[config.mk]
export PLATFORM = sky130hd
export DESIGN_NAME = mrdc_top
export DESIGN_NICKNAME = d
export VERILOG_FILES = /design/src/verilog/mrdc_pkg.sv /design/src/verilog/mrdc_top.sv /design/src/verilog/mrdc_deglitch.sv
export VERILOG_INCLUDE_DIRS = /design/src /design/src/verilog
export SDC_FILE = /design/constraint.sdc
export NUM_CORES = 1
export LEC_CHECK = 0
export BUFFER_PORTS_ARGS = -buffer_cell sky130_fd_sc_hd__clkbuf_2
export CAP_MARGIN = 10
export CORE_MARGIN = 1.5
export CORE_UTILIZATION = 42
export CTS_CLUSTER_SIZE = 14
export DETAILED_ROUTE_END_ITERATION = 12
export HOLD_SLACK_MARGIN = 0.03
export MAX_ROUTING_LAYER = met4
export PLACE_DENSITY = 0.67
export RECOVER_POWER = 50
export SLEW_MARGIN = 20
export SYNTH_ARGS = -nofsm -noshare
export SYNTH_HDL_FRONTEND = slang
export SYNTH_HIERARCHICAL = 1
export SYNTH_SLANG_ARGS = --single-unit
[constraint.sdc]
create_clock -name hclk -period 2.6 [get_ports hclk]
set_input_delay 0.26 -clock hclk [delete_from_list [all_inputs] [get_ports hclk]]
set_output_delay 0.26 -clock hclk [all_outputs]
set_load 0.02 [all_outputs]
[src/verilog/mrdc_map.svh]
`ifndef MRDC_MAP_SVH
`define MRDC_MAP_SVH
// Register byte offsets
`define MRDC_CTRL_OFS 8'h00
`define MRDC_STAT_OFS 8'h04
`define MRDC_IRQ_OFS 8'h08
`define MRDC_MASK_OFS 8'h0C
// Control fields
`define MRDC_CTRL_LDIS_BIT 0
`define MRDC_CTRL_LATCH_BIT 1
`define MRDC_CTRL_REACT_BIT 2
// Status fields
`define MRDC_STAT_OUT_BIT 0
`define MRDC_STAT_OVC_BIT 1
`define MRDC_STAT_OT_BIT 2
`define MRDC_STAT_KEY_BIT 3
`define MRDC_STAT_BAT_BIT 4
// Interrupt events
`define MRDC_EV_OVC_BIT 0
`define MRDC_EV_OT_BIT 1
`define MRDC_EV_KEY_BIT 2
`define MRDC_EV_W 3
// Reset values
`define MRDC_CTRL_RST 3'h0
`define MRDC_MASK_RST 3'h0
// Timing: filter window in ns, clock period in ns
`define MRDC_CLK_NS 50
`define MRDC_OVC_MIN_NS 5250
`define MRDC_OVC_MAX_NS 8750
`define MRDC_OVC_CYC ((`MRDC_OVC_MIN_NS + `MRDC_CLK_NS - 1) / `MRDC_CLK_NS)
`define MRDC_KEY_DGL_CYC 16
`endif

[src/verilog/mrdc_pkg.sv]
package mrdc_pkg;
    typedef enum logic [1:0] {
        MRDC_OFF,
        MRDC_ON,
        MRDC_OT_OFF,
        MRDC_OVC_OFF
    } mrdc_state_e;
endpackage

[src/verilog/mrdc_top.sv]
// The placing of the registers and the AHB-Lite interface to the registers are this design's own decisions.
`timescale 1ns/1ps
`include "mrdc_map.svh"
module mrdc_top #(
    parameter int OVC_CYC = `MRDC_OVC_CYC,
    parameter int KEY_CYC = `MRDC_KEY_DGL_CYC
) (
    // Clock and reset
    input wire logic hclk,
    input wire logic hresetn,
    // AHB-Lite slave
    input wire logic hsel,
    input wire logic [7:0] haddr,
    input wire logic [1:0] htrans,
    input wire logic hwrite,
    input wire logic [2:0] hsize,
    input wire logic [31:0] hwdata,
    input wire logic hready,
    output logic [31:0] hrdata,
    output logic hreadyout,
    output logic hresp,
    // Analog sense inputs
    input wire logic key_on,
    input wire logic battery_supply_ok,
    input wire logic overtemp,
    input wire logic overcurrent,
    // Relay drive and interrupt
    output logic main_relay_drive,
    output logic relay_overcurrent_flag,
    output logic irq
);
    localparam int OVC_MAX_CYC = `MRDC_OVC_MAX_NS / `MRDC_CLK_NS;
    if (OVC_CYC < 1 || OVC_CYC > OVC_MAX_CYC) begin : g_ovc_chk
        $error("overcurrent filter length out of range");
    end

    typedef struct packed {
        logic [1:0] ot_s;
        logic [1:0] oc_s;
        logic [1:0] bat_s;
        logic key_prev;
        logic [7:0] oc_cnt;
        mrdc_pkg::mrdc_state_e st;
        logic latched;
        logic retried;
        logic latch_dis;
        logic latch_en;
        logic react;
        logic [`MRDC_EV_W-1:0] evt;
        logic [`MRDC_EV_W-1:0] mask;
        logic ap_v;
        logic ap_w;
        logic [7:0] ap_a;
        logic [31:0] rdata;
        logic drive;
        logic flag;
        logic irq;
    } mrdc_s;

    mrdc_s q, d;
    logic key_f;

    mrdc_deglitch #(
        .CYC(KEY_CYC)
    ) u_key (
        .hclk(hclk),
        .hresetn(hresetn),
        .raw(key_on),
        .filt(key_f)
    );

    function automatic logic [31:0] status_word(input mrdc_s s, input logic k);
        logic [31:0] w;
        w = 32'h0000_0000;
        w[`MRDC_STAT_OUT_BIT] = s.drive;
        w[`MRDC_STAT_OVC_BIT] = s.flag;
        w[`MRDC_STAT_OT_BIT] = s.st == mrdc_pkg::MRDC_OT_OFF;
        w[`MRDC_STAT_KEY_BIT] = k;
        w[`MRDC_STAT_BAT_BIT] = s.bat_s[1];
        return w;
    endfunction

    logic ot, oc, bat, key_fall, oc_trip, want_on;
    logic wr, rd_irq;
    logic [`MRDC_EV_W-1:0] ev_set;

    always_comb begin
        ot = q.ot_s[1];
        oc = q.oc_s[1];
        bat = q.bat_s[1];
        key_fall = q.key_prev && !key_f;
        oc_trip = oc && (q.oc_cnt == 8'(OVC_CYC - 1));
        // Power latch: hold on after key off while the host asks for it
        want_on = key_f || (!q.latch_dis && q.latch_en);
        wr = q.ap_v && q.ap_w;
        rd_irq = q.ap_v && !q.ap_w && q.ap_a == `MRDC_IRQ_OFS;
        ev_set = '0;
        d = q;
        // Sense inputs come from the analog side: two flops before use
        d.ot_s = {q.ot_s[0], overtemp};
        d.oc_s = {q.oc_s[0], overcurrent};
        d.bat_s = {q.bat_s[0], battery_supply_ok};
        // Resets low like the idle key, so no false fall after reset
        d.key_prev = key_f;
        d.react = 1'b0;
        // Filter counter restarts whenever the comparator releases
        if (!oc || q.st != mrdc_pkg::MRDC_ON) begin
            d.oc_cnt = 8'h00;
        end else if (!oc_trip) begin
            d.oc_cnt = q.oc_cnt + 8'h01;
        end
        unique case (q.st)
            mrdc_pkg::MRDC_OFF: begin
                if (want_on && !q.latched) begin
                    d.st = mrdc_pkg::MRDC_ON;
                end
            end
            mrdc_pkg::MRDC_ON: begin
                if (oc_trip) begin
                    d.st = mrdc_pkg::MRDC_OVC_OFF;
                    d.oc_cnt = 8'h00;
                    ev_set[`MRDC_EV_OVC_BIT] = 1'b1;
                    // Without battery, or after the one retry: latch
                    d.latched = !bat || q.retried;
                end else if (bat && ot) begin
                    d.st = mrdc_pkg::MRDC_OT_OFF;
                    ev_set[`MRDC_EV_OT_BIT] = 1'b1;
                end else if (!want_on) begin
                    d.st = mrdc_pkg::MRDC_OFF;
                end
            end
            mrdc_pkg::MRDC_OT_OFF: begin
                if (!ot || !bat) begin
                    d.st = want_on ? mrdc_pkg::MRDC_ON
                                   : mrdc_pkg::MRDC_OFF;
                end
            end
            mrdc_pkg::MRDC_OVC_OFF: begin
                if (!q.latched && bat && q.react) begin
                    d.st = mrdc_pkg::MRDC_ON;
                end else if (!q.latched && !bat && !q.retried) begin
                    d.st = mrdc_pkg::MRDC_ON;
                    d.retried = 1'b1;
                end else if (!q.latched && !bat) begin
                    d.latched = 1'b1;
                end
            end
        endcase
        if (key_fall) begin
            d.latched = 1'b0;
            d.retried = 1'b0;
            if (q.st == mrdc_pkg::MRDC_OVC_OFF) begin
                d.st = mrdc_pkg::MRDC_OFF;
            end
            ev_set[`MRDC_EV_KEY_BIT] = 1'b1;
        end
        // A clean on phase at good battery rearms the single retry
        if (q.st == mrdc_pkg::MRDC_ON && bat && !oc) begin
            d.retried = 1'b0;
        end
        // Register writes
        if (wr && q.ap_a == `MRDC_CTRL_OFS) begin
            d.latch_dis = hwdata[`MRDC_CTRL_LDIS_BIT];
            d.latch_en = hwdata[`MRDC_CTRL_LATCH_BIT];
            d.react = hwdata[`MRDC_CTRL_REACT_BIT];
        end
        if (wr && q.ap_a == `MRDC_MASK_OFS) begin
            d.mask = hwdata[`MRDC_EV_W-1:0];
        end
        // Read clears, but a new event in the same cycle survives
        d.evt = (rd_irq ? '0 : q.evt) | ev_set;
        // Address phase capture
        d.ap_v = hsel && hready && htrans[1];
        d.ap_w = hwrite;
        d.ap_a = {haddr[7:2], 2'b00};
        d.rdata = 32'h0000_0000;
        if (hsel && hready && htrans[1] && !hwrite) begin
            unique case ({haddr[7:2], 2'b00})
                `MRDC_CTRL_OFS: d.rdata = {29'h0, q.react, q.latch_en,
                                           q.latch_dis};
                `MRDC_STAT_OFS: d.rdata = status_word(q, key_f);
                `MRDC_IRQ_OFS: d.rdata = {29'h0, q.evt};
                `MRDC_MASK_OFS: d.rdata = {29'h0, q.mask};
                default: d.rdata = 32'h0000_0000;
            endcase
        end
        d.drive = d.st == mrdc_pkg::MRDC_ON;
        d.flag = d.st == mrdc_pkg::MRDC_OVC_OFF;
        // Level interrupt: high while an unmasked sticky event is set
        d.irq = |(d.evt & d.mask);
    end

    always_ff @(posedge hclk or negedge hresetn) begin
        if (!hresetn) begin
            q <= '0;
            q.st <= mrdc_pkg::MRDC_OFF;
            q.mask <= `MRDC_MASK_RST;
        end else begin
            q <= d;
        end
    end

    assign hrdata = q.rdata;
    assign hreadyout = 1'b1;
    assign hresp = 1'b0;
    assign main_relay_drive = q.drive;
    assign relay_overcurrent_flag = q.flag;
    assign irq = q.irq;

    // Assertions
    property p_flag_off;
        @(posedge hclk) disable iff (!hresetn)
        relay_overcurrent_flag |-> !main_relay_drive;
    endproperty
    AST_FLAG_OFF: assert property (p_flag_off)
        else $error("flag high while relay on");
    AST_OVC_FILTER: assert property (
        @(posedge hclk) disable iff (!hresetn)
        $rose(q.flag) |-> $past(q.oc_cnt) == 8'(OVC_CYC - 1))
        else $error("overcurrent acted before filter time");
    AST_CNT_RESTART: assert property (
        @(posedge hclk) disable iff (!hresetn)
        !q.oc_s[1] |=> q.oc_cnt == 8'h00)
        else $error("filter counter not restarted");
    AST_LATCH_HOLD: assert property (
        @(posedge hclk) disable iff (!hresetn)
        q.latched && !key_fall |=> !main_relay_drive)
        else $error("latched output turned on");
    AST_KEY_CLEAR: assert property (
        @(posedge hclk) disable iff (!hresetn)
        $fell(q.latched) |-> $past(key_fall))
        else $error("latch cleared without key falling");
    AST_OT_OFF: assert property (
        @(posedge hclk) disable iff (!hresetn)
        q.st == mrdc_pkg::MRDC_ON && q.bat_s[1] && q.ot_s[1]
        && !oc_trip |=> !main_relay_drive)
        else $error("overtemperature ignored");
    AST_REACT: assert property (
        @(posedge hclk) disable iff (!hresetn)
        $rose(main_relay_drive) && $past(q.st) == mrdc_pkg::MRDC_OVC_OFF
        |-> $past(q.bat_s[1]) || q.retried)
        else $error("reactivation at low battery");
    AST_LDIS_TRACK: assert property (
        @(posedge hclk) disable iff (!hresetn)
        q.latch_dis && !key_f && q.st == mrdc_pkg::MRDC_ON |=> !q.drive)
        else $error("output held with latch disabled");
    AST_DRIVE_CAUSE: assert property (
        @(posedge hclk) disable iff (!hresetn)
        $rose(main_relay_drive) |-> !$past(q.latched))
        else $error("output on while latched");

    // Tracking, overtemperature and retry
    AST_KEY_TRACK: assert property (
        @(posedge hclk) disable iff (!hresetn)
        q.latch_dis && key_f && q.st == mrdc_pkg::MRDC_OFF && !q.latched
        |=> main_relay_drive)
        else $error("relay not following key");

    AST_OT_BACK: assert property (
        @(posedge hclk) disable iff (!hresetn)
        q.st == mrdc_pkg::MRDC_OT_OFF && !q.ot_s[1] && key_f
        |=> main_relay_drive)
        else $error("relay not back after cooling");

    AST_OT_NOBAT: assert property (
        @(posedge hclk) disable iff (!hresetn)
        q.st == mrdc_pkg::MRDC_ON && !q.bat_s[1] && want_on && !oc_trip
        |=> main_relay_drive)
        else $error("relay dropped without battery");

    AST_NOBAT_LATCH: assert property (
        @(posedge hclk) disable iff (!hresetn)
        oc_trip && q.st == mrdc_pkg::MRDC_ON && !q.bat_s[1] && !key_fall
        |=> q.latched)
        else $error("trip without battery not latched");

    AST_REACT_LOW: assert property (
        @(posedge hclk) disable iff (!hresetn)
        q.st == mrdc_pkg::MRDC_OVC_OFF && q.react && !q.bat_s[1] && q.retried
        |=> !main_relay_drive)
        else $error("reactivate honoured at low battery");

    AST_RETRY_ONCE: assert property (
        @(posedge hclk) disable iff (!hresetn)
        q.st == mrdc_pkg::MRDC_OVC_OFF && !q.bat_s[1] && !q.latched
        && !q.retried && !key_fall |=> main_relay_drive)
        else $error("automatic retry missing");

    AST_RETRY_LATCH: assert property (
        @(posedge hclk) disable iff (!hresetn)
        oc_trip && q.st == mrdc_pkg::MRDC_ON && q.retried && !key_fall
        |=> q.latched)
        else $error("second trip not latched");

    // Flag, filter and events
    AST_FLAG_SET: assert property (
        @(posedge hclk) disable iff (!hresetn)
        oc_trip && q.st == mrdc_pkg::MRDC_ON
        |=> relay_overcurrent_flag)
        else $error("flag not set on trip");

    AST_FLAG_CLEAR: assert property (
        @(posedge hclk) disable iff (!hresetn)
        $fell(relay_overcurrent_flag)
        |-> main_relay_drive || $past(key_fall))
        else $error("flag cleared while output still off");

    AST_CNT_STEP: assert property (
        @(posedge hclk) disable iff (!hresetn)
        q.st == mrdc_pkg::MRDC_ON && q.oc_s[1] && !oc_trip
        |=> q.oc_cnt == $past(q.oc_cnt) + 8'h01)
        else $error("filter counter did not advance");

    AST_EV_OVC: assert property (
        @(posedge hclk) disable iff (!hresetn)
        oc_trip && q.st == mrdc_pkg::MRDC_ON
        |=> q.evt[`MRDC_EV_OVC_BIT])
        else $error("overcurrent event lost");

    AST_EV_KEY: assert property (
        @(posedge hclk) disable iff (!hresetn)
        key_fall
        |=> q.evt[`MRDC_EV_KEY_BIT])
        else $error("key falling event lost");

    AST_RD_CLEAR: assert property (
        @(posedge hclk) disable iff (!hresetn)
        rd_irq && !(|ev_set)
        |=> !(|q.evt))
        else $error("event register not cleared by read");

    COV_OVC: cover property (@(posedge hclk) $rose(relay_overcurrent_flag));
    COV_OT: cover property (@(posedge hclk) q.st == mrdc_pkg::MRDC_OT_OFF);
    COV_RETRY: cover property (@(posedge hclk) $rose(q.retried));
    COV_KEYCLR: cover property (@(posedge hclk) $fell(q.latched));
    COV_LATCH: cover property (@(posedge hclk)
        !key_f && q.latch_en && main_relay_drive);
endmodule

[src/verilog/mrdc_deglitch.sv]
`timescale 1ns/1ps
`include "mrdc_map.svh"
module mrdc_deglitch #(
    parameter int CYC = `MRDC_KEY_DGL_CYC
) (
    // Clock and reset
    input wire logic hclk,
    input wire logic hresetn,
    // Raw and filtered level
    input wire logic raw,
    output logic filt
);
    if (CYC < 2 || CYC > 65535) begin : g_cyc_chk
        $error("deglitch length out of range");
    end
    typedef struct packed {
        logic s1;
        logic s2;
        logic lvl;
        logic [15:0] cnt;
    } mrdc_dgl_s;
    mrdc_dgl_s q, d;
    always_comb begin
        d = q;
        d.s1 = raw;
        d.s2 = q.s1;
        if (q.s2 == q.lvl) begin
            d.cnt = 16'h0000;
        end else if (q.cnt == 16'(CYC - 1)) begin
            d.lvl = q.s2;
            d.cnt = 16'h0000;
        end else begin
            d.cnt = q.cnt + 16'h0001;
        end
    end
    always_ff @(posedge hclk or negedge hresetn) begin
        if (!hresetn) begin
            q <= '0;
        end else begin
            q <= d;
        end
    end
    assign filt = q.lvl;

    AST_DGL_HOLD: assert property (
        @(posedge hclk) disable iff (!hresetn)
        $changed(q.lvl) |-> $past(q.cnt) == 16'(CYC - 1))
        else $error("filtered key moved before the deglitch time");
endmodule

==> reports/metrics.cfg <==
[synthesis]
ys_seq_elements=63
synth-xor-area-share_pct=6.017
synth_seq_area_share_pct=51.58
synth_top_area_cell=dfrtp_1
synth-async-reset-ratio_pct=100.0
syn-cell-area_um2=3057
muxShareOfSynthArea_pct=3.971
synth_top_family_by_area=simple AND/OR/NAND/NOR gates
synth_edf_count=0
synth.avg_cell_area_um2=11.24
synth-compound-area-share_pct=5.526
yosysUniqueCellTypes=52
synthCells=272
synth_fa_ha_area_share_pct=1.555
yosys.area_share.simple_pct=20.34
yosys_warnings=6
synth_top_area_share_pct=51.58
yosys-top-cells-area=dfrtp_1 52%, buf_4 8.8%, xnor2_1 4.0%, nor2_1 3.6%, mux4_2 2.2%
synth-main-ff-cell=dfrtp_1

[drt]
vias=1941
routed_wl_mm=5.434
drc_errors=0
first_pass_iters=4
wl_per_cell_um=13.32
postRouteAntennaNets=0
dr.first_iter.drc_count=78
vias_per_cell=4.757

[grt]
track_usage_pct=16.84
grt_max_degree=35
antenna_found_initial=0
grt-ovfl-total=0
grt_pass1_wl_mm=9.466
grt_pass1_vias=2032

[power]
p_seq_share_pct=53.4
p_comb_share_pct=7.3
switching_power_uw=484.1
power_density_nw_per_um2=572.3
leakage_uw=0.001560
intPower_uw=1446
p_sw_share_pct=25.09
ir_drop_v=0.0003587
clkPwrFrac_pct=39.4

[die]
core_um2=6907
ios=91
rows=30
dieArea_um2=7799
die-width_um=88.31
die_h_um=88.31
initial_core_util_pct=44.26

[sta]
fin_crit_ns=1.773
setup_tns_ns=0
post-route-period-util_pct=68.21
finalClockSkew_ns=0.008210
tightest_slew_ns=0.8191
fmax_mhz=563.9
worst_hold_slack_ns=0.05210
setup_viol=0
finalHoldViolCount=0
slew_violations=0
slew_headroom_pct=45.40
rsz0062_at_grt=no
layout_setup_ws_ns=0.8267

[cells_and_area]
mostFrequentLayoutCell=dfrtp_1
post-route-cell-area_um2=3372
area_delta_synth_final_pct=10.32
num-nets-final=364
drive_gt1_share_pct=16.99
diodes=0
final_cell_mix=63 x dfrtp_1, 29 x nor2_1, 29 x conb_1

[clock_tree]
cts_buffers=9
cts_tree=built
clkSinkCount=63
cts_setup_buffers=0
cts.htree.levels=3
root_buffer=clkbuf_8
clk_latency_ns=0.34
clk_path_buf_depth=2
cts.clk_slew.worst_paths_ns=0.07

[place]
place_hpwl_mm=3.824
place_congestion=0.8141
dp_worst_setup_slack_ns=0.9285
io_buffers=26
place_area_um2=3148

[critical_path]
crit_type=input pin to asynchronous set/reset pin
cpMaxStageDelayCell=clkbuf_2
max_stage_delay_ns=0.76
worstSetupEndpointType=asynchronous set/reset pin
cp_max_fo=34
critPathBufInv=3
startpoint_type=input pin
path_cells=dlygate4sd3_1 > clkbuf_2 > clkbuf_2
cp.required_ns=2.96
cp_top_family=buffers and inverters
critPathArrivalTime_ns=2.14
crit_top_cell=clkbuf_2

[run]
drv_cap=0

[run_status]
status=finished, final reports clean

[hold_path]
hp-class=input pin to register

per-layer routing:
metal	track usage, %	part of all wire (%)	vias to the layer above
met5	-	0	-
met4	8.949	2.1	0
met3	3.451	2.8	11
met2	25.05	47	40
met1	21.74	48	949
li1	-	-	941
what timing repair did:
action                                  4_1_cts  5_1_grt
endpoints found under the setup margin        0        0
resized for setup                             0        0
hold buffers                                  8        0
hold endpoints to repair                     36        0
cells by family after synthesis:
| logic type | after synthesis |
|---|---|
| flops | 63 |
| simple gates | 101 |
| xor+xnor | 21 |
| other cells | 2 |
| mux | 8 |
| compound gates | 22 |
| fa+ha+maj | 4 |
| buf+inv | 51 |
state kept, by name, indices dropped and copies added (netlist names):
name,flops
relay_overcurrent_flag,1
u_key/q,17
ot,1
hrdata,5
main_relay_drive,1
bat,1
d,3
u_key/filt,1
oc,1
irq,1
q,30
u_key/d,1
cell usage after synthesis (3+ instances only):
cell type	count
a21oi_1	4
and2_1	5
and3_1	6
and4b_1	3
buf_4	36
dfrtp_1	63
ha_1	3
inv_1	13
mux4_2	3
nand2_1	11
nand3_1	7
nand4_1	6
nor2_1	29
nor2_2	3
nor3_1	6
nor4_1	5
nor4_2	3
o22ai_1	3
xnor2_1	14
xor2_1	7
power groups by stage:
stage / combinational [uW] / clock (uW) / sequential, uW
3_5_place_dp: 136 / 0 / 1050
5_1_grt: 159 / 824 / 1030
6_report: 140 / 760 / 1030
4_1_cts: 146 / 779 / 1030
2_1_floorplan: 123 / 0 / 1040
3_3_place_gp: 134 / 0 / 1050
stage by stage:
step                power (uW)  instances  util, %
finish                    1930        408    48.82
CTS                       1955        408    49.29
global route              2016        408    48.82
global placement          1181        384    45.58
floorplan                 1162        299        -
detailed placement        1184        384    45.58
final cells by class:
cell class                      instances  area (um^2)
Fill cell                             655         3535
Sequential cell                        63         1577
Multi-Input combinational cell        185         1252
Timing Repair Buffer                   35        197.7
Clock buffer                           13        158.9
Tap cell                               96        120.1
Inverter                               13        48.80
Clock inverter                          3        17.52
worst paths after layout:
check	startpoint	end	slack, ns	cells past startpoint
worst min-delay path	haddr[4]	q[39]	0.05	1
worst max-delay path	hresetn	q[55]	0.83	3
min in group asynchronous	hresetn	q[42]	0.51	2
max in group hclk	q[58]	irq	0.92	6
worst min register to register	d[72]	ot	0.35	0
worst max register to register	q[58]	irq	0.92	6
Power figures use the tool's default switching activity.
